## config.mk

```make
export PLATFORM = sky130hd
export DESIGN_NAME = acs_sequencer
export DESIGN_NICKNAME = d
export VERILOG_FILES = /design/src/rtl/acs_pkg.sv /design/src/rtl/acs_conv_if.sv /design/src/rtl/acs_sar_engine.sv /design/src/rtl/acs_sequencer.sv
export SDC_FILE = /design/constraint.sdc
export NUM_CORES = 1
export LEC_CHECK = 0
export BUFFER_PORTS_ARGS = -buffer_cell sky130_fd_sc_hd__buf_2
export CAP_MARGIN = 20
export CORE_MARGIN = 2
export CORE_UTILIZATION = 30
export CTS_BUF_LIST = sky130_fd_sc_hd__clkbuf_2 sky130_fd_sc_hd__clkbuf_4 sky130_fd_sc_hd__clkbuf_8
export DETAILED_ROUTE_END_ITERATION = 16
export SYNTH_ARGS = -nofsm -noshare
export SYNTH_HDL_FRONTEND = slang
export SYNTH_SLANG_ARGS = --single-unit
```

## constraint.sdc

```tcl
create_clock -name core_clk -period 2.5 [get_ports core_clk]
set_clock_uncertainty 0.2 [all_clocks]
set_input_delay 0.375 -clock core_clk [delete_from_list [all_inputs] [get_ports core_clk]]
set_output_delay 0.375 -clock core_clk [all_outputs]
set_load 0.02 [all_outputs]
```

## src/rtl/acs_pkg.sv

```systemverilog
package acs_pkg;
   localparam int CLK_PERIOD_NS  = 40;
   localparam int INSTR_TIME_NS  = 160;
   localparam int SETTLE_TIME_NS = 120;
   localparam int INSTR_CYCLES   = (INSTR_TIME_NS + CLK_PERIOD_NS - 1) / CLK_PERIOD_NS;
   localparam int SETTLE_CYCLES  = (SETTLE_TIME_NS + CLK_PERIOD_NS - 1) / CLK_PERIOD_NS;

   localparam int RES_BITS = 10;
   localparam int IDX_W    = 4;
   localparam int CNT_W    = 4;
   localparam int ADDR_W   = 5;
   localparam int DATA_W   = 32;
   localparam int LOW_W    = 8;
   localparam int HIGH_W   = RES_BITS - LOW_W;

   localparam logic [ADDR_W-1:0] OFF_CTRL   = 5'h00;
   localparam logic [ADDR_W-1:0] OFF_RESH   = 5'h04;
   localparam logic [ADDR_W-1:0] OFF_RESL   = 5'h08;
   localparam logic [ADDR_W-1:0] OFF_STATUS = 5'h0C;
   localparam logic [ADDR_W-1:0] OFF_MASK   = 5'h10;

   localparam int CTRL_EN_BIT  = 0;
   localparam int CTRL_GO_BIT  = 1;
   localparam int CTRL_CLK_LSB = 2;
   localparam int CLK_SEL_W    = 2;
   localparam logic [CLK_SEL_W-1:0] CLK_SEL_RC    = 2'h3;
   localparam logic [CLK_SEL_W-1:0] CLK_SEL_RESET = 2'h0;

   localparam int IRQ_W         = 2;
   localparam int IRQ_DONE_BIT  = 0;
   localparam int IRQ_ABORT_BIT = 1;

   typedef enum logic [3:0] {
      ACS_ENG_IDLE  = 4'h1,
      ACS_ENG_WAIT  = 4'h2,
      ACS_ENG_TRIAL = 4'h4,
      ACS_ENG_SPARE = 4'h8
   } acs_eng_t;
endpackage : acs_pkg

```

## src/rtl/acs_conv_if.sv

```systemverilog
`timescale 1ns/1ps
interface acs_conv_if #(parameter int RES_BITS = acs_pkg::RES_BITS);
   logic                start;
   logic                abort;
   logic                extraDelay;
   logic                cmpBit;
   logic                done;
   logic                aborted;
   logic                sampleHold;
   logic [RES_BITS-1:0] result;
   logic [RES_BITS-1:0] dacCode;

   modport ctrl   (output start, abort, extraDelay, cmpBit,
                   input  done, aborted, sampleHold, result, dacCode);
   modport engine (input  start, abort, extraDelay, cmpBit,
                   output done, aborted, sampleHold, result, dacCode);
endinterface : acs_conv_if

```

## src/rtl/acs_sar_engine.sv

```systemverilog
`timescale 1ns/1ps
module acs_sar_engine #(
   parameter int RES_BITS = acs_pkg::RES_BITS
) (
   input wire logic core_clk,
   input wire logic sys_rst,
   acs_conv_if.engine conv
);
   typedef struct packed {
      acs_pkg::acs_eng_t              state;
      logic [acs_pkg::IDX_W-1:0]      idx;
      logic [acs_pkg::CNT_W-1:0]      cnt;
      logic [RES_BITS-1:0]            code;
      logic [RES_BITS-1:0]            result;
      logic                           lastBit;
      logic                           resolved;
      logic                           done;
      logic                           aborted;
      logic                           hold;
   } acs_eng_state_t;

   localparam logic [acs_pkg::IDX_W-1:0] MSB_IDX    = acs_pkg::IDX_W'(RES_BITS - 1);
   localparam logic [acs_pkg::CNT_W-1:0] INSTR_LOAD = acs_pkg::CNT_W'(acs_pkg::INSTR_CYCLES - 1);
   localparam logic [acs_pkg::CNT_W-1:0] SETTLE_LOAD =
      acs_pkg::CNT_W'(acs_pkg::SETTLE_CYCLES - 1);
   localparam acs_eng_state_t RESET_STATE = '{state: acs_pkg::ACS_ENG_IDLE, default: '0};

   acs_eng_state_t s_reg;
   acs_eng_state_t s_next;
   logic [RES_BITS-1:0] partial;

   // Unresolved bits copy the last resolved one
   always_comb begin
      for (int i = 0; i < RES_BITS; i++) begin
         if (s_reg.state == acs_pkg::ACS_ENG_WAIT || i <= int'(s_reg.idx)) begin
            partial[i] = s_reg.resolved ? s_reg.lastBit : 1'b0;   // see RQ6
         end else begin
            partial[i] = s_reg.code[i];
         end
      end
   end

   always_comb begin
      s_next = s_reg;
      s_next.done = 1'b0;
      s_next.aborted = 1'b0;
      case (s_reg.state)
         acs_pkg::ACS_ENG_IDLE: begin
            if (conv.start) begin
               s_next.code = '0;
               s_next.resolved = 1'b0;
               s_next.lastBit = 1'b0;
               s_next.idx = MSB_IDX;
               if (conv.extraDelay) begin
                  s_next.state = acs_pkg::ACS_ENG_WAIT;   // see RQ9
                  s_next.cnt = INSTR_LOAD;
               end else begin
                  s_next.state = acs_pkg::ACS_ENG_TRIAL;
                  s_next.code[MSB_IDX] = 1'b1;
                  s_next.cnt = SETTLE_LOAD;
               end
            end
         end
         acs_pkg::ACS_ENG_WAIT, acs_pkg::ACS_ENG_TRIAL: begin
            if (conv.abort) begin
               s_next.state = acs_pkg::ACS_ENG_IDLE;
               s_next.result = partial;   // see RQ5
               s_next.aborted = 1'b1;
            end else if (s_reg.cnt != '0) begin
               s_next.cnt = s_reg.cnt - 4'h1;
            end else if (s_reg.state == acs_pkg::ACS_ENG_WAIT) begin
               s_next.state = acs_pkg::ACS_ENG_TRIAL;
               s_next.code[MSB_IDX] = 1'b1;
               s_next.cnt = SETTLE_LOAD;
            end else begin
               s_next.code[s_reg.idx] = conv.cmpBit;
               s_next.lastBit = conv.cmpBit;
               s_next.resolved = 1'b1;
               if (s_reg.idx == '0) begin
                  s_next.state = acs_pkg::ACS_ENG_IDLE;
                  s_next.result = s_next.code;
                  s_next.done = 1'b1;
               end else begin
                  s_next.idx = s_reg.idx - 4'h1;
                  s_next.code[s_reg.idx - 4'h1] = 1'b1;
                  s_next.cnt = SETTLE_LOAD;
               end
            end
         end
         default: s_next = RESET_STATE;
      endcase
      s_next.hold = s_next.state != acs_pkg::ACS_ENG_IDLE;
   end

   always_ff @(posedge core_clk or posedge sys_rst) begin
      if (sys_rst) begin
         s_reg <= RESET_STATE;
      end else begin
         s_reg <= s_next;
      end
   end

   assign conv.done       = s_reg.done;
   assign conv.aborted    = s_reg.aborted;
   assign conv.result     = s_reg.result;
   assign conv.dacCode    = s_reg.code;
   assign conv.sampleHold = s_reg.hold;

   AST_RC_START_DELAY: assert property (@(posedge core_clk) disable iff (sys_rst || conv.abort) // see RQ9
      s_reg.state == acs_pkg::ACS_ENG_IDLE && conv.start && conv.extraDelay
      |=> (s_reg.state == acs_pkg::ACS_ENG_WAIT && !conv.abort)[*4]
      ##1 s_reg.state == acs_pkg::ACS_ENG_TRIAL)
      else $error("Dedicated clock start not delayed by one instruction");

   AST_ABORT_FILL: assert property (@(posedge core_clk) disable iff (sys_rst) // see RQ6
      s_reg.state == acs_pkg::ACS_ENG_TRIAL && conv.abort && s_reg.resolved
      |=> s_reg.aborted && s_reg.result[0] == $past(s_reg.lastBit))
      else $error("Early result not filled with last resolved bit");
endmodule : acs_sar_engine

```

## src/rtl/acs_sequencer.sv

```systemverilog
`timescale 1ns/1ps
// Function
// RQ1: Converter runs only while enable bit set
// RQ2: Writing go bit as one starts conversion
// RQ3: Software enables before setting go
// RQ4: Completion clears go, flags, loads result
// RQ5: Clearing go early stores partial result
// RQ6: Unresolved bits copy last resolved bit
// RQ7: Reset restores registers, aborts conversion
// RQ8: Sleep conversions only with dedicated clock
// RQ9: Dedicated clock delays start one instruction
// RQ10: Enabled interrupt completion wakes sleeping device
// RQ11: Disabled interrupt: power off, enable kept
// RQ12: Sleep on other clock aborts, enable kept
// RQ13: Trigger sets go and clears timer one
// RQ14: Software ensures timing under hardware trigger
// RQ15: Done flag stays until software clears
module acs_sequencer #(
   parameter int RES_BITS = acs_pkg::RES_BITS
) (
   input  wire logic                        core_clk,
   input  wire logic                        sys_rst,
   input  wire logic [acs_pkg::ADDR_W-1:0]  avs_address,
   input  wire logic                        avs_read,
   input  wire logic                        avs_write,
   input  wire logic [acs_pkg::DATA_W-1:0]  avs_writedata,
   output      logic [acs_pkg::DATA_W-1:0]  avs_readdata,
   output      logic                        avs_waitrequest,
   input  wire logic                        sleepReq,
   input  wire logic                        specialTrigger,
   input  wire logic                        comparatorOut,
   output      logic [RES_BITS-1:0]         dacCode,
   output      logic                        sampleHold,
   output      logic                        converterOn,
   output      logic                        timerOneClear,
   output      logic                        wakeReq,
   output      logic                        irq
);
   typedef struct packed {
      logic                            en;
      logic                            go;
      logic [acs_pkg::CLK_SEL_W-1:0]   clkSel;
      logic                            powered;
      logic                            on;
      logic [acs_pkg::IRQ_W-1:0]       status;
      logic [acs_pkg::IRQ_W-1:0]       mask;
      logic [RES_BITS-1:0]             result;
      logic                            waitReq;
      logic [acs_pkg::DATA_W-1:0]      readData;
      logic                            irq;
      logic                            timerClr;
      logic                            wake;
      logic                            start;
      logic                            abort;
      logic                            sleepS1;
      logic                            sleepS2;
      logic                            cmpS1;
      logic                            cmpS2;
   } acs_top_state_t;

   localparam acs_top_state_t RESET_STATE = '{waitReq: 1'b1, default: '0};

   acs_top_state_t s_reg;
   acs_top_state_t s_next;
   acs_conv_if #(.RES_BITS(RES_BITS)) conv ();

   logic                       take;
   logic                       isRc;
   logic                       ctrlWr;
   logic                       statusRd;
   logic                       goWr;
   logic                       enWr;
   logic [acs_pkg::DATA_W-1:0] rdMux;

   assign take     = (avs_read || avs_write) && !s_reg.waitReq;
   assign isRc     = s_reg.clkSel == acs_pkg::CLK_SEL_RC;   // see RQ8
   assign ctrlWr   = take && avs_write && avs_address == acs_pkg::OFF_CTRL;
   assign statusRd = take && avs_read && avs_address == acs_pkg::OFF_STATUS;
   assign goWr     = avs_writedata[acs_pkg::CTRL_GO_BIT];
   assign enWr     = avs_writedata[acs_pkg::CTRL_EN_BIT];

   always_comb begin
      rdMux = '0;
      case (avs_address)
         acs_pkg::OFF_CTRL: begin
            rdMux[acs_pkg::CTRL_EN_BIT] = s_reg.en;
            rdMux[acs_pkg::CTRL_GO_BIT] = s_reg.go;
            rdMux[acs_pkg::CTRL_CLK_LSB +: acs_pkg::CLK_SEL_W] = s_reg.clkSel;
         end
         acs_pkg::OFF_RESH:   rdMux[acs_pkg::HIGH_W-1:0] = s_reg.result[RES_BITS-1:acs_pkg::LOW_W];
         acs_pkg::OFF_RESL:   rdMux[acs_pkg::LOW_W-1:0] = s_reg.result[acs_pkg::LOW_W-1:0];
         acs_pkg::OFF_STATUS: rdMux[acs_pkg::IRQ_W-1:0] = s_reg.status;
         acs_pkg::OFF_MASK:   rdMux[acs_pkg::IRQ_W-1:0] = s_reg.mask;
         default:             rdMux = '0;
      endcase
   end

   always_comb begin
      s_next = s_reg;
      s_next.sleepS1 = sleepReq;
      s_next.sleepS2 = s_reg.sleepS1;
      s_next.cmpS1 = comparatorOut;
      s_next.cmpS2 = s_reg.cmpS1;
      s_next.start = 1'b0;
      s_next.abort = 1'b0;
      s_next.timerClr = 1'b0;
      s_next.wake = 1'b0;

      // One wait cycle, then the answer stands for the taking edge
      s_next.waitReq = 1'b1;
      if ((avs_read || avs_write) && s_reg.waitReq) begin
         s_next.waitReq = 1'b0;
         s_next.readData = rdMux;
      end

      if (statusRd) begin
         s_next.status = '0;   // see RQ15
      end
      if (take && avs_write && avs_address == acs_pkg::OFF_MASK) begin
         s_next.mask = avs_writedata[acs_pkg::IRQ_W-1:0];
      end
      if (ctrlWr) begin
         s_next.en = enWr;   // see RQ1
         s_next.clkSel = avs_writedata[acs_pkg::CTRL_CLK_LSB +: acs_pkg::CLK_SEL_W];
         if (enWr) begin
            s_next.powered = 1'b1;
         end
         if (!s_reg.go && goWr && enWr && s_reg.on) begin
            s_next.go = 1'b1;   // see RQ2
            s_next.start = 1'b1;
         end else if (s_reg.go && (!goWr || !enWr)) begin
            s_next.go = 1'b0;   // see RQ5
            s_next.abort = 1'b1;
         end
      end

      if (specialTrigger) begin
         s_next.timerClr = 1'b1;   // see RQ13
         if (s_reg.on && s_next.en && !s_reg.go && !s_next.go) begin
            s_next.go = 1'b1;
            s_next.start = 1'b1;
         end
      end

      // Other clock sources stop while the core sleeps
      if (s_reg.sleepS2 && !isRc && s_reg.powered) begin
         s_next.powered = 1'b0;   // see RQ12
         // Also cancels a start requested in this very cycle
         if (s_next.go) begin
            s_next.go = 1'b0;
            s_next.start = 1'b0;
            s_next.abort = s_reg.go;
         end
      end

      if (conv.done) begin
         s_next.go = 1'b0;   // see RQ4
         s_next.result = conv.result;
         s_next.status[acs_pkg::IRQ_DONE_BIT] = 1'b1;
         if (s_reg.sleepS2 && isRc) begin
            if (s_reg.mask[acs_pkg::IRQ_DONE_BIT]) begin
               s_next.wake = 1'b1;   // see RQ10
            end else begin
               s_next.powered = 1'b0;   // see RQ11
            end
         end
      end
      if (conv.aborted) begin
         s_next.result = conv.result;   // see RQ5
         s_next.status[acs_pkg::IRQ_ABORT_BIT] = 1'b1;
      end

      s_next.on = s_next.en && s_next.powered;
      s_next.irq = |(s_next.status & s_next.mask);
   end

   always_ff @(posedge core_clk or posedge sys_rst) begin
      if (sys_rst) begin
         s_reg <= RESET_STATE;   // see RQ7
      end else begin
         s_reg <= s_next;
      end
   end

   assign conv.start      = s_reg.start;
   assign conv.abort      = s_reg.abort;
   assign conv.extraDelay = isRc;   // see RQ9
   assign conv.cmpBit     = s_reg.cmpS2;

   acs_sar_engine #(.RES_BITS(RES_BITS)) u_engine (
      .core_clk (core_clk),
      .sys_rst  (sys_rst),
      .conv     (conv)
   );

   assign avs_readdata    = s_reg.readData;
   assign avs_waitrequest = s_reg.waitReq;
   assign dacCode         = conv.dacCode;
   assign sampleHold      = conv.sampleHold;
   assign converterOn     = s_reg.on;
   assign timerOneClear   = s_reg.timerClr;
   assign wakeReq         = s_reg.wake;
   assign irq             = s_reg.irq;

   AST_START_NEEDS_ON: assert property (@(posedge core_clk) disable iff (sys_rst) // see RQ1
      s_reg.start |-> s_reg.on && s_reg.en)
      else $error("Conversion started while converter off");

   AST_GO_WRITE_STARTS: assert property (@(posedge core_clk) disable iff (sys_rst) // see RQ2
      ctrlWr && goWr && enWr && s_reg.on && !s_reg.go && !s_reg.sleepS2
      |=> s_reg.go && s_reg.start ##1 conv.sampleHold)
      else $error("Go write did not start a conversion");

   AST_DONE_LOADS: assert property (@(posedge core_clk) disable iff (sys_rst) // see RQ4
      conv.done |=> !s_reg.go && s_reg.status[acs_pkg::IRQ_DONE_BIT]
      && s_reg.result == $past(conv.result))
      else $error("Completion did not clear go and load result");

   AST_GO_CLEAR_ABORTS: assert property (@(posedge core_clk) disable iff (sys_rst) // see RQ5
      ctrlWr && s_reg.go && !goWr && !conv.done
      |=> s_reg.abort ##1 (conv.aborted || $past(conv.done)))
      else $error("Clearing go did not terminate conversion");

   AST_RESET_OFF: assert property (@(posedge core_clk) // see RQ7
      sys_rst |-> !s_reg.go && !s_reg.en && !s_reg.on && s_reg.status == '0)
      else $error("Reset left converter active");

   AST_RC_SLEEP_RUNS: assert property (@(posedge core_clk) disable iff (sys_rst) // see RQ8
      s_reg.sleepS2 && isRc && s_reg.go && !take && !conv.done && !conv.aborted
      |=> s_reg.go && !s_reg.abort)
      else $error("Dedicated clock conversion stopped by sleep");

   AST_DONE_WAKES: assert property (@(posedge core_clk) disable iff (sys_rst) // see RQ10
      conv.done && s_reg.sleepS2 && isRc && s_reg.mask[acs_pkg::IRQ_DONE_BIT] |=> wakeReq)
      else $error("Completion in sleep did not wake device");

   AST_DONE_POWERS_OFF: assert property (@(posedge core_clk) disable iff (sys_rst) // see RQ11
      conv.done && s_reg.sleepS2 && isRc && !s_reg.mask[acs_pkg::IRQ_DONE_BIT] && !take
      |=> !converterOn && s_reg.en == $past(s_reg.en))
      else $error("Converter not powered off after sleep completion");

   AST_SLEEP_ABORT: assert property (@(posedge core_clk) disable iff (sys_rst) // see RQ12
      s_reg.sleepS2 && !isRc && s_reg.go && !take |=> !s_reg.go && s_reg.abort
      && !converterOn && s_reg.en)
      else $error("Sleep on other clock did not abort");

   AST_TRIGGER: assert property (@(posedge core_clk) disable iff (sys_rst) // see RQ13
      specialTrigger && s_reg.on && !s_reg.go && !take && !s_reg.sleepS2
      |=> timerOneClear && s_reg.go)
      else $error("Trigger did not set go and clear timer");

   AST_FLAG_STICKY: assert property (@(posedge core_clk) disable iff (sys_rst) // see RQ15
      s_reg.status[acs_pkg::IRQ_DONE_BIT] && !statusRd |=> s_reg.status[acs_pkg::IRQ_DONE_BIT])
      else $error("Done flag cleared without software");

   AST_EN_GATES_GO: assert property (@(posedge core_clk) disable iff (sys_rst) // see RQ1
      !s_reg.en |-> !s_reg.on && !s_reg.go)
      else $error("Converter active with enable clear");

   AST_ABORT_LOADS: assert property (@(posedge core_clk) disable iff (sys_rst) // see RQ5
      conv.aborted |=> s_reg.status[acs_pkg::IRQ_ABORT_BIT]
      && s_reg.result == $past(conv.result))
      else $error("Early termination did not load result");

   AST_TIMER_CLEAR: assert property (@(posedge core_clk) disable iff (sys_rst) // see RQ13
      timerOneClear == $past(specialTrigger))
      else $error("Timer clear does not follow trigger");
endmodule : acs_sequencer

```

==> results_dict.tcl, run 1 <==
set metrics [dict create \
    largest_register_ffs 20 \
    register_area_sq_um 1880 \
    grt_pass1_wl_um 14900 \
    antenna_found_initial 0 \
    switching_share_pct 27.6 \
    nets 498 \
    gp_congestion 0.856 \
    slowest_stage "or4_4" \
    synthFlopType "dfrtp_1" \
    ys_types 65 \
    antenna_left 0 \
    peakVddDrop_v 0.000259 \
    timing.fmax_mhz 421 \
    seq_power_share_pct 51.6 \
    cp.arrival_ns 2.44 \
    fin_crit_sh_pct 94.9 \
    drt-total-wl_um 8960 \
    power_frac_clock_pct 39.0 \
    path_class "flop to flop" \
    worstSetupPathDepth 7 \
    yosysSeqAreaShare_pct 45.6 \
    vias 3173 \
    setup.worst_path.start_class "flop" \
    tns_ns 0 \
    synth_cells 415 \
    cp_top_family "simple AND/OR/NAND/NOR gates" \
    maxCapViolCount 0 \
    ios 92 \
    critical_path_required_ns 2.57 \
    n_antenna_cell 0 \
    avgViaCountPerCell 5.01 \
    synth-warning-count 0 \
    core.rowCount 42 \
    internal_power_w 0.00180 \
    synth_edf_count 0 \
    cts_buffer_depth 2 \
    placedInstanceArea_sq_um 4370 \
    start_util_pct 30.9 \
    worst_setup_path_end_kind "flop" \
    route.detailed.drc 0 \
    drive_gt1_share_pct 23.2 \
    rsz0062_at_grt "false" \
    crit_end "u_engine.s_reg[31]" \
    finalMaxSlewViolations 0 \
    hp-class "input port to flop" \
    rrSetupSlack_ns 0.13 \
    fin_crit_ns 2.37 \
    critical-path-max-stage-delay_ns 0.47 \
    fin_util_pct 34.6 \
    cts.reportedPaths.clkPinSlew_ns 0.09 \
    die_w_um 121 \
    synthToLayoutAreaGrowth_pct 12.1 \
    fin_area_sq_um 4620 \
    final_cell_mix "73 x dfrtp_1, 41 x nand2_1, 39 x buf_2" \
    wl_per_cell_um 14.2 \
    outcome "complete, no violations" \
    p_per_area_nw_per_um2 537 \
    cp_max_fo 5 \
    grt_max_degree 76 \
    numCtsBuffers 9 \
    slew_headroom_pct 62.7 \
    worst_pin_slew_ns 0.560 \
    fp.coreArea_sq_um 13300 \
    regToRegStartpoint "u_engine.s_reg[25]" \
    reg2reg_to "u_engine.s_reg[31]" \
    path_cells "inv_1 > ha_1 > or3b_4 > o21ai_0 > nand4_1 > or4_4 > o31ai_2" \
    cts_tree "yes" \
    drt_first_iter_violations 307 \
    hold_violations 0 \
    ff2ff_path_depth 7 \
    worst-path-buf-inv 1 \
    dieArea_sq_um 14700 \
    firstDrtPassIters 5 \
    die_y_um 121 \
    worstSetupStartpoint "u_engine.s_reg[25]" \
    final_common_cell "dfrtp_1" \
    netlist_area_sq_um 4120 \
    grt_usage_pct 12.6 \
    nFillCells 1341 \
    ctsRootBufferMaster "clkbuf_8" \
    p_leak_nw 2.18 \
    grt.overflow.total 0 \
    h-tree-depth 3 \
    multiInputGateArea_sq_um 1890 \
    pwr-share-comb_pct 9.4 \
    ys_seq_elements 75 \
    p_sw_w 0.000685 \
    syn_avg_cell_area_sq_um 9.94 \
    io_buffers 39 \
    dp_hpwl_um 6590 \
    finalSetupViolations 0 \
    async_reset_ff_share_pct 100 \
    cts.sinks 75 \
    clkLatencyLatePin_ns 0.35 \
    grt_pass1_vias 3038 \
]
power by group through the flow:
stage,Clock [W],Combinational (W),Sequential [W]
2_1_floorplan,0,0.000196,0.00130
3_3_place_gp,0,0.000230,0.00130
3_5_place_dp,0,0.000231,0.00131
4_1_cts,0.00101,0.000237,0.00128
5_1_grt,0.00106,0.000264,0.00129
6_report,0.000968,0.000235,0.00128
metrics by stage:
stage	hold WS, ns	cells	setup WS [ns]	power [W]
detailed placement	0.136	613	0.107	0.00154
global placement	0.132	613	0.181	0.00153
CTS	0.00741	633	0.0939	0.00252
floorplan	0.131	439	0.0183	0.00149
global route	0.0217	633	0.00629	0.00261
finish	0.0198	633	0.127	0.00248
cells in the mapped netlist, types with 3 or more instances:
cell type / number / area [sq um]
dfrtp_1: 73 / 1830
buf_4: 42 / 315
nand2_1: 41 / 154
o21ai_0: 28 / 140
nor2_1: 23 / 86.3
nand3_1: 20 / 100
a21oi_1: 18 / 90.1
mux2_2: 13 / 146
a22o_1: 12 / 105
inv_1: 11 / 41.3
mux2i_1: 10 / 100
clkbuf_1: 8 / 30.0
a21o_1: 7 / 52.6
a22oi_1: 6 / 45.0
and3_1: 6 / 37.5
nor3_1: 6 / 30.0
a31oi_1: 5 / 31.3
buf_2: 5 / 25.0
o21ai_1: 5 / 25.0
a211oi_1: 4 / 30.0
a41oi_1: 4 / 35.0
o221ai_1: 4 / 35.0
and2_1: 3 / 18.8
buf_6: 3 / 33.8
nand4_1: 3 / 18.8
o211ai_1: 3 / 22.5
o31ai_1: 3 / 22.5
or3b_1: 3 / 26.3
cells by family after synthesis:
kind of cell	count (synthesis)	share of synthesized area [%]
AOI/OAI and AO/OA	114	18.7
adders and majority gates	2	0.607
buffers and inverters	71	11.0
DFF	75	45.6
muxes	25	7.07
other	1	0.0909
and+or+nand+nor	127	17.0
layout make-up:
class	instances	share of cell area (%)
clock buffer	9	2.68
clock inverter	7	1.81
inverter	11	0.893
multi-input combinational	293	40.8
sequential	75	40.6
tap	176	4.76
timing repair buffer	62	8.44
worst min path at each step:
| stage | to | from | cells after the start | slack, ns |
|---|---|---|---|---|
| CTS | s_reg[58] | avs_writedata[2] | 3 | 0.007 |
| global placement | conv.cmpBit | s_next[0] | 0 | 0.13 |
| global route | s_reg[58] | avs_writedata[2] | 3 | 0.02 |
| floorplan | conv.cmpBit | s_next[0] | 0 | 0.13 |
| detailed placement | conv.cmpBit | s_next[0] | 0 | 0.14 |
| finish | s_reg[58] | avs_writedata[2] | 3 | 0.02 |
worst register-to-register path, delay by kind of cell (launching register included):
| kind | cells | cell delay, ns |
|---|---|---|
| compound gates | 2 | 0.36 |
| fa+ha+maj | 1 | 0.15 |
| buf+inv | 1 | 0.10 |
| flops | 1 | 0.43 |
| simple gates | 3 | 1.04 |
what timing repair did:
action                     4_1_cts  5_1_grt
hold endpoints to repair        76        0
setup endpoints to repair        0        2
setup buffers                    0        0
hold buffers                     4        0
gates resized for setup          0        2
per-layer routing:
layer / share of wire (%) / wire, um / vias up / global-route usage [%]
met5: 0 / 0 / - / 0
met4: 1.9 / 170 / 0 / 5.03
met3: 5.9 / 527 / 14 / 2.87
met2: 46 / 4160 / 115 / 19.7
met1: 46 / 4100 / 1512 / 17.0
li1: - / - / 1532 / -
Power figures use the tool's default switching activity.
==> run 2, diff against run 1 <==
--- a/config.mk
+++ b/config.mk
@@ -8,9 +8,10 @@
 export BUFFER_PORTS_ARGS = -buffer_cell sky130_fd_sc_hd__buf_2
 export CAP_MARGIN = 20
 export CORE_MARGIN = 2
-export CORE_UTILIZATION = 30
+export CORE_UTILIZATION = 35
 export CTS_BUF_LIST = sky130_fd_sc_hd__clkbuf_2 sky130_fd_sc_hd__clkbuf_4 sky130_fd_sc_hd__clkbuf_8
 export DETAILED_ROUTE_END_ITERATION = 16
+export SETUP_SLACK_MARGIN = 0.02
 export SYNTH_ARGS = -nofsm -noshare
 export SYNTH_HDL_FRONTEND = slang
 export SYNTH_SLANG_ARGS = --single-unit
==> run 2 against run 1 <==
Net effect:
- global-route usage up 3.1 points
- sequential share of layout area is 0.50 points lower
- combinational power grew 4%
- critical path type unchanged
==> results_dict.tcl, run 2 (same netlist as run 1, synthesis figures left out) <==
set metrics [dict create \
    outcome "complete, no violations" \
    fin_crit_ns 2.39 \
    placedInstanceArea_sq_um 4380 \
    regToRegStartpoint "u_engine.s_reg[25]" \
    drt-total-wl_um 9550 \
    wl_per_cell_um 15.7 \
    start_util_pct 36.0 \
    synthToLayoutAreaGrowth_pct 13.5 \
    numCtsBuffers 9 \
    antenna_found_initial 0 \
    cp.arrival_ns 2.46 \
    grt_max_degree 31 \
    slew_headroom_pct 56.1 \
    hp-class "input port to flop" \
    firstDrtPassIters 5 \
    rsz0062_at_grt "false" \
    worst_setup_path_end_kind "flop" \
    path_class "flop to flop" \
    finalSetupViolations 0 \
    h-tree-depth 3 \
    grt_pass1_vias 3123 \
    die_y_um 113 \
    critical-path-max-stage-delay_ns 0.46 \
    finalMaxSlewViolations 0 \
    die_w_um 113 \
    hold_path_startpoint "avs_writedata[3]" \
    drt_first_iter_violations 210 \
    maxCapViolCount 0 \
    reg2reg_to "u_engine.s_reg[31]" \
    core.rowCount 39 \
    route.detailed.drc 0 \
    grt.overflow.total 0 \
    cts.reportedPaths.clkPinSlew_ns 0.08 \
    ff2ff_path_depth 7 \
    n_antenna_cell 0 \
    slowest_stage "or4_4" \
    final_common_cell "dfrtp_1" \
    cts_tree "yes" \
    tns_ns 0 \
    fin_area_sq_um 4680 \
    peakVddDrop_v 0.000318 \
    clkLatencyLatePin_ns 0.36 \
    grt_usage_pct 15.7 \
    hold_depth 3 \
    grt_pass1_wl_um 16000 \
    path_cells "inv_2 > ha_1 > or3b_4 > o21ai_1 > nand4_1 > or4_4 > o31ai_2" \
    p_leak_nw 2.23 \
    timing.fmax_mhz 419 \
    drive_gt1_share_pct 24.5 \
    rrSetupSlack_ns 0.11 \
    dp_hpwl_um 7030 \
    antenna_left 0 \
    critical_path_required_ns 2.57 \
    p_per_area_nw_per_um2 560 \
    vias 3237 \
    setup.worst_path.start_class "flop" \
    cts.sinks 75 \
    dieArea_sq_um 12700 \
    largest_register_ffs 20 \
    io_buffers 39 \
    hold_end "s_reg[59]" \
    gp_congestion 0.919 \
    ios 92 \
    worst_pin_slew_ns 0.657 \
    ctsRootBufferMaster "clkbuf_8" \
    cts_buffer_depth 2 \
    cp_max_fo 5 \
    nets 506 \
    avgViaCountPerCell 5.32 \
    fp.coreArea_sq_um 11500 \
    fin_crit_sh_pct 95.5 \
    hold_violations 0 \
    final_cell_mix "73 x dfrtp_1, 41 x nand2_1, 39 x buf_2" \
]
run 2: changes by cell type in the layout (fill, tap and decap cells not counted), sizes merged:
cell / previous run / this run
inv: 14 / 12
bufinv: 1 / 2
clkinvlp: 1 / 2
clkbuf: 9 / 10
buf: 58 / 65
clkinv: 2 / 1
dlygate4sd3: 4 / 5
run 2: worst max-delay path by stage:
stage | from | endpoint | slack, ns | cells past startpoint
2_1_floorplan | u_engine.s_reg[25] | u_engine.s_reg[31] | 0.24 | 8
3_3_place_gp | u_engine.s_reg[25] | u_engine.s_reg[31] | 0.16 | 7
3_5_place_dp | u_engine.s_reg[25] | u_engine.s_reg[31] | 0.04 | 7
4_1_cts | u_engine.s_reg[25] | u_engine.s_reg[31] | 0.02 | 7
5_1_grt | u_engine.s_reg[25] | u_engine.s_reg[31] | 0.03 | 7
6_report | u_engine.s_reg[25] | u_engine.s_reg[31] | 0.11 | 7
run 2: worst max-delay path: cells and delay by family (launching register included):
kind | cells | cell delay [ns]
AOI/OAI and AO/OA | 2 | 0.33
buffers and inverters | 1 | 0.09
and+or+nand+nor | 3 | 1.05
DFF | 1 | 0.44
adders and majority gates | 1 | 0.17
run 2: routing by layer:
layer  part of all wire, %  vias to the layer above  GRT usage, %
met2                    45                      111          23.6
met5                     0                        -             0
li1                      -                     1540             -
met3                   5.8                       16          3.83
met4                   2.0                        0          5.37
met1                    48                     1570          22.2
run 2: layout make-up:
type,instances,area [sq um]
fill,1126,6790
timing repair buffer,70,453
sequential,75,1880
clock inverter,6,96.3
inverter,11,45.0
tap,143,179
multi-input combinational,293,1890
clock buffer,10,138
run 2: power by group:
part           total, W  leakage, nW  switching (W)  internal, W
registers       0.00128         1.02      0.0000368      0.00125
clock network   0.00109        0.115       0.000493     0.000601
logic          0.000244         1.09       0.000163    0.0000812
run 2: timing repair:
| action | 4_1_cts | 5_1_grt |
|---|---|---|
| endpoints found under the hold margin | 30 | 0 |
| hold buffers | 5 | 0 |
| setup endpoints to repair | 0 | 18 |
| gates resized for setup | 0 | 5 |
| buffers inserted | 0 | 1 |
run 2: metrics by stage:
step / setup WS [ns] / power, W / instances / utilization (%) / hold slack (ns)
after floorplan: 0.243 / 0.00150 / 439 / - / 0.131
after global placement: 0.159 / 0.00154 / 586 / 38.2 / 0.133
after detailed placement: 0.0444 / 0.00154 / 586 / 38.2 / 0.142
after CTS: 0.0203 / 0.00266 / 607 / 40.7 / 0.00723
after global routing: 0.0281 / 0.00274 / 608 / 40.8 / 0.0162
final: 0.112 / 0.00262 / 608 / 40.8 / 0.0247
==> run 3, diff against run 2 <==
--- a/config.mk
+++ b/config.mk
@@ -11,6 +11,7 @@
 export CORE_UTILIZATION = 35
 export CTS_BUF_LIST = sky130_fd_sc_hd__clkbuf_2 sky130_fd_sc_hd__clkbuf_4 sky130_fd_sc_hd__clkbuf_8
 export DETAILED_ROUTE_END_ITERATION = 16
+export REMOVE_ABC_BUFFERS = 1
 export SETUP_SLACK_MARGIN = 0.02
 export SYNTH_ARGS = -nofsm -noshare
 export SYNTH_HDL_FRONTEND = slang
==> run 3 against run 2 <==
Net effect:
- first-iteration DRC count grew 31%
- wire length shrank 5.5%
- non-clock buffer count shrank 10
- via count shrank 1.6%
- largest cell class unchanged
- clock power is essentially flat
==> results_dict.tcl, run 3 (same netlist as run 1, synthesis figures left out) <==
set metrics [dict create \
    wl_per_cell_um 15.1 \
    finalSetupViolations 0 \
    grt_usage_pct 14.6 \
    p_per_area_nw_per_um2 570 \
    firstDrtPassIters 4 \
    dp_hpwl_um 6390 \
    synthToLayoutAreaGrowth_pct 11.4 \
    largest_register_ffs 20 \
    clkLatencyLatePin_ns 0.35 \
    slew_headroom_pct 63.6 \
    post_cts_buffers 0 \
    io_buffers 39 \
    tns_ns 0 \
    die_y_um 113 \
    hold_depth 3 \
    cp_max_fo 5 \
    timing.fmax_mhz 430 \
    finalMaxSlewViolations 0 \
    fin_crit_sh_pct 93.0 \
    worst_setup_path_end_kind "flop" \
    grt.overflow.total 0 \
    peakVddDrop_v 0.000327 \
    drt_first_iter_violations 275 \
    cts.reportedPaths.clkPinSlew_ns 0.09 \
    start_util_pct 36.0 \
    nets 496 \
    grt_pass1_wl_um 14900 \
    fin_crit_ns 2.33 \
    hold_end "s_reg[59]" \
    regToRegStartpoint "u_engine.s_reg[26]" \
    route.detailed.drc 0 \
    rrSetupSlack_ns 0.17 \
    cts_tree "yes" \
    cts_buffer_depth 2 \
    fp.coreArea_sq_um 11500 \
    core.rowCount 39 \
    path_class "flop to flop" \
    n_antenna_cell 0 \
    ff2ff_path_depth 7 \
    fin_area_sq_um 4600 \
    grt_pass1_vias 2908 \
    final_cell_mix "73 x dfrtp_1, 41 x nand2_1, 39 x buf_2" \
    cp.arrival_ns 2.40 \
    antenna_found_initial 0 \
    rsz0062_at_grt "false" \
    placedInstanceArea_sq_um 4320 \
    h-tree-depth 3 \
    worst_pin_slew_ns 0.547 \
    avgViaCountPerCell 5.33 \
    vias 3185 \
    gp_congestion 0.826 \
    numCtsBuffers 9 \
    hold_path_startpoint "avs_writedata[3]" \
    p_leak_nw 2.18 \
    critical_path_required_ns 2.57 \
    grt_max_degree 76 \
    drt-total-wl_um 9030 \
    cts.sinks 75 \
    dieArea_sq_um 12700 \
    ctsRootBufferMaster "clkbuf_8" \
    setup.worst_path.start_class "flop" \
    drive_gt1_share_pct 23.1 \
    outcome "complete, no violations" \
    final_common_cell "dfrtp_1" \
    die_w_um 113 \
    nFillCells 1151 \
    antenna_left 0 \
    ios 92 \
    reg2reg_to "u_engine.s_reg[31]" \
    maxCapViolCount 0 \
    whs_ns 0.0238 \
    hold_violations 0 \
    hp-class "input port to flop" \
]
## run 3: layout make-up
| class | count | area (sq um) | area share [%] |
|---|---|---|---|
| Multi-Input combinational cell | 293 | 1890 | 41.1 |
| Sequential cell | 75 | 1880 | 40.9 |
| Timing Repair Buffer | 60 | 375 | 8.17 |
| Tap cell | 143 | 179 | 3.89 |
| Clock buffer | 9 | 124 | 2.70 |
| Clock inverter | 7 | 106 | 2.31 |
| Inverter | 11 | 41.3 | 0.898 |
## run 3: worst max-delay path, cell delays in order (launching register included)
cell	delay, ns
dfrtp_1	0.41
inv_1	0.08
ha_1	0.16
or3b_4	0.42
o21ai_0	0.16
nand4_1	0.17
or4_4	0.46
o31ai_2	0.18
## run 3: worst max-delay path by stage
stage                             from                  endpoint  slack [ns]  cells after the start
global route        u_engine.s_reg[26]        u_engine.s_reg[31]        0.07                      7
floorplan                      sys_rst           avs_readdata[0]        0.02                      1
global placement    u_engine.s_reg[26]        u_engine.s_reg[31]        0.20                      7
finish              u_engine.s_reg[26]        u_engine.s_reg[31]        0.17                      7
CTS                 u_engine.s_reg[26]  u_engine.conv.dacCode[5]        0.09                      7
detailed placement  u_engine.s_reg[26]  u_engine.conv.dacCode[5]        0.12                      7
## run 3: report_power, final
group	internal [W]	switching, W	total (W)
logic	0.0000756	0.000157	0.000233
clock network	0.000582	0.000520	0.00110
registers	0.00125	0.0000391	0.00128
## run 3: stage by stage
| step | utilization, % | power (W) | std cells | setup WS, ns |
|---|---|---|---|---|
| after floorplan | - | 0.00145 | 379 | 0.0183 |
| after global placement | 37.6 | 0.00153 | 578 | 0.203 |
| after detailed placement | 37.6 | 0.00154 | 578 | 0.117 |
| after CTS | 40.0 | 0.00266 | 598 | 0.0927 |
| after global routing | 40.1 | 0.00275 | 598 | 0.0677 |
| final | 40.1 | 0.00262 | 598 | 0.174 |
## run 3: timing repair
item,4_1_cts,5_1_grt
resized for setup,0,3
hold buffers,4,0
endpoints found under the setup margin,0,2
hold endpoints to repair,76,0
## run 3: metal layers
layer	part of all wire (%)	global-route usage, %	vias to the layer above
li1	-	-	1523
met1	46	20.5	1522
met2	46	22.0	132
met3	6.5	4.37	8
met4	1.2	4.07	0
met5	0	0	-
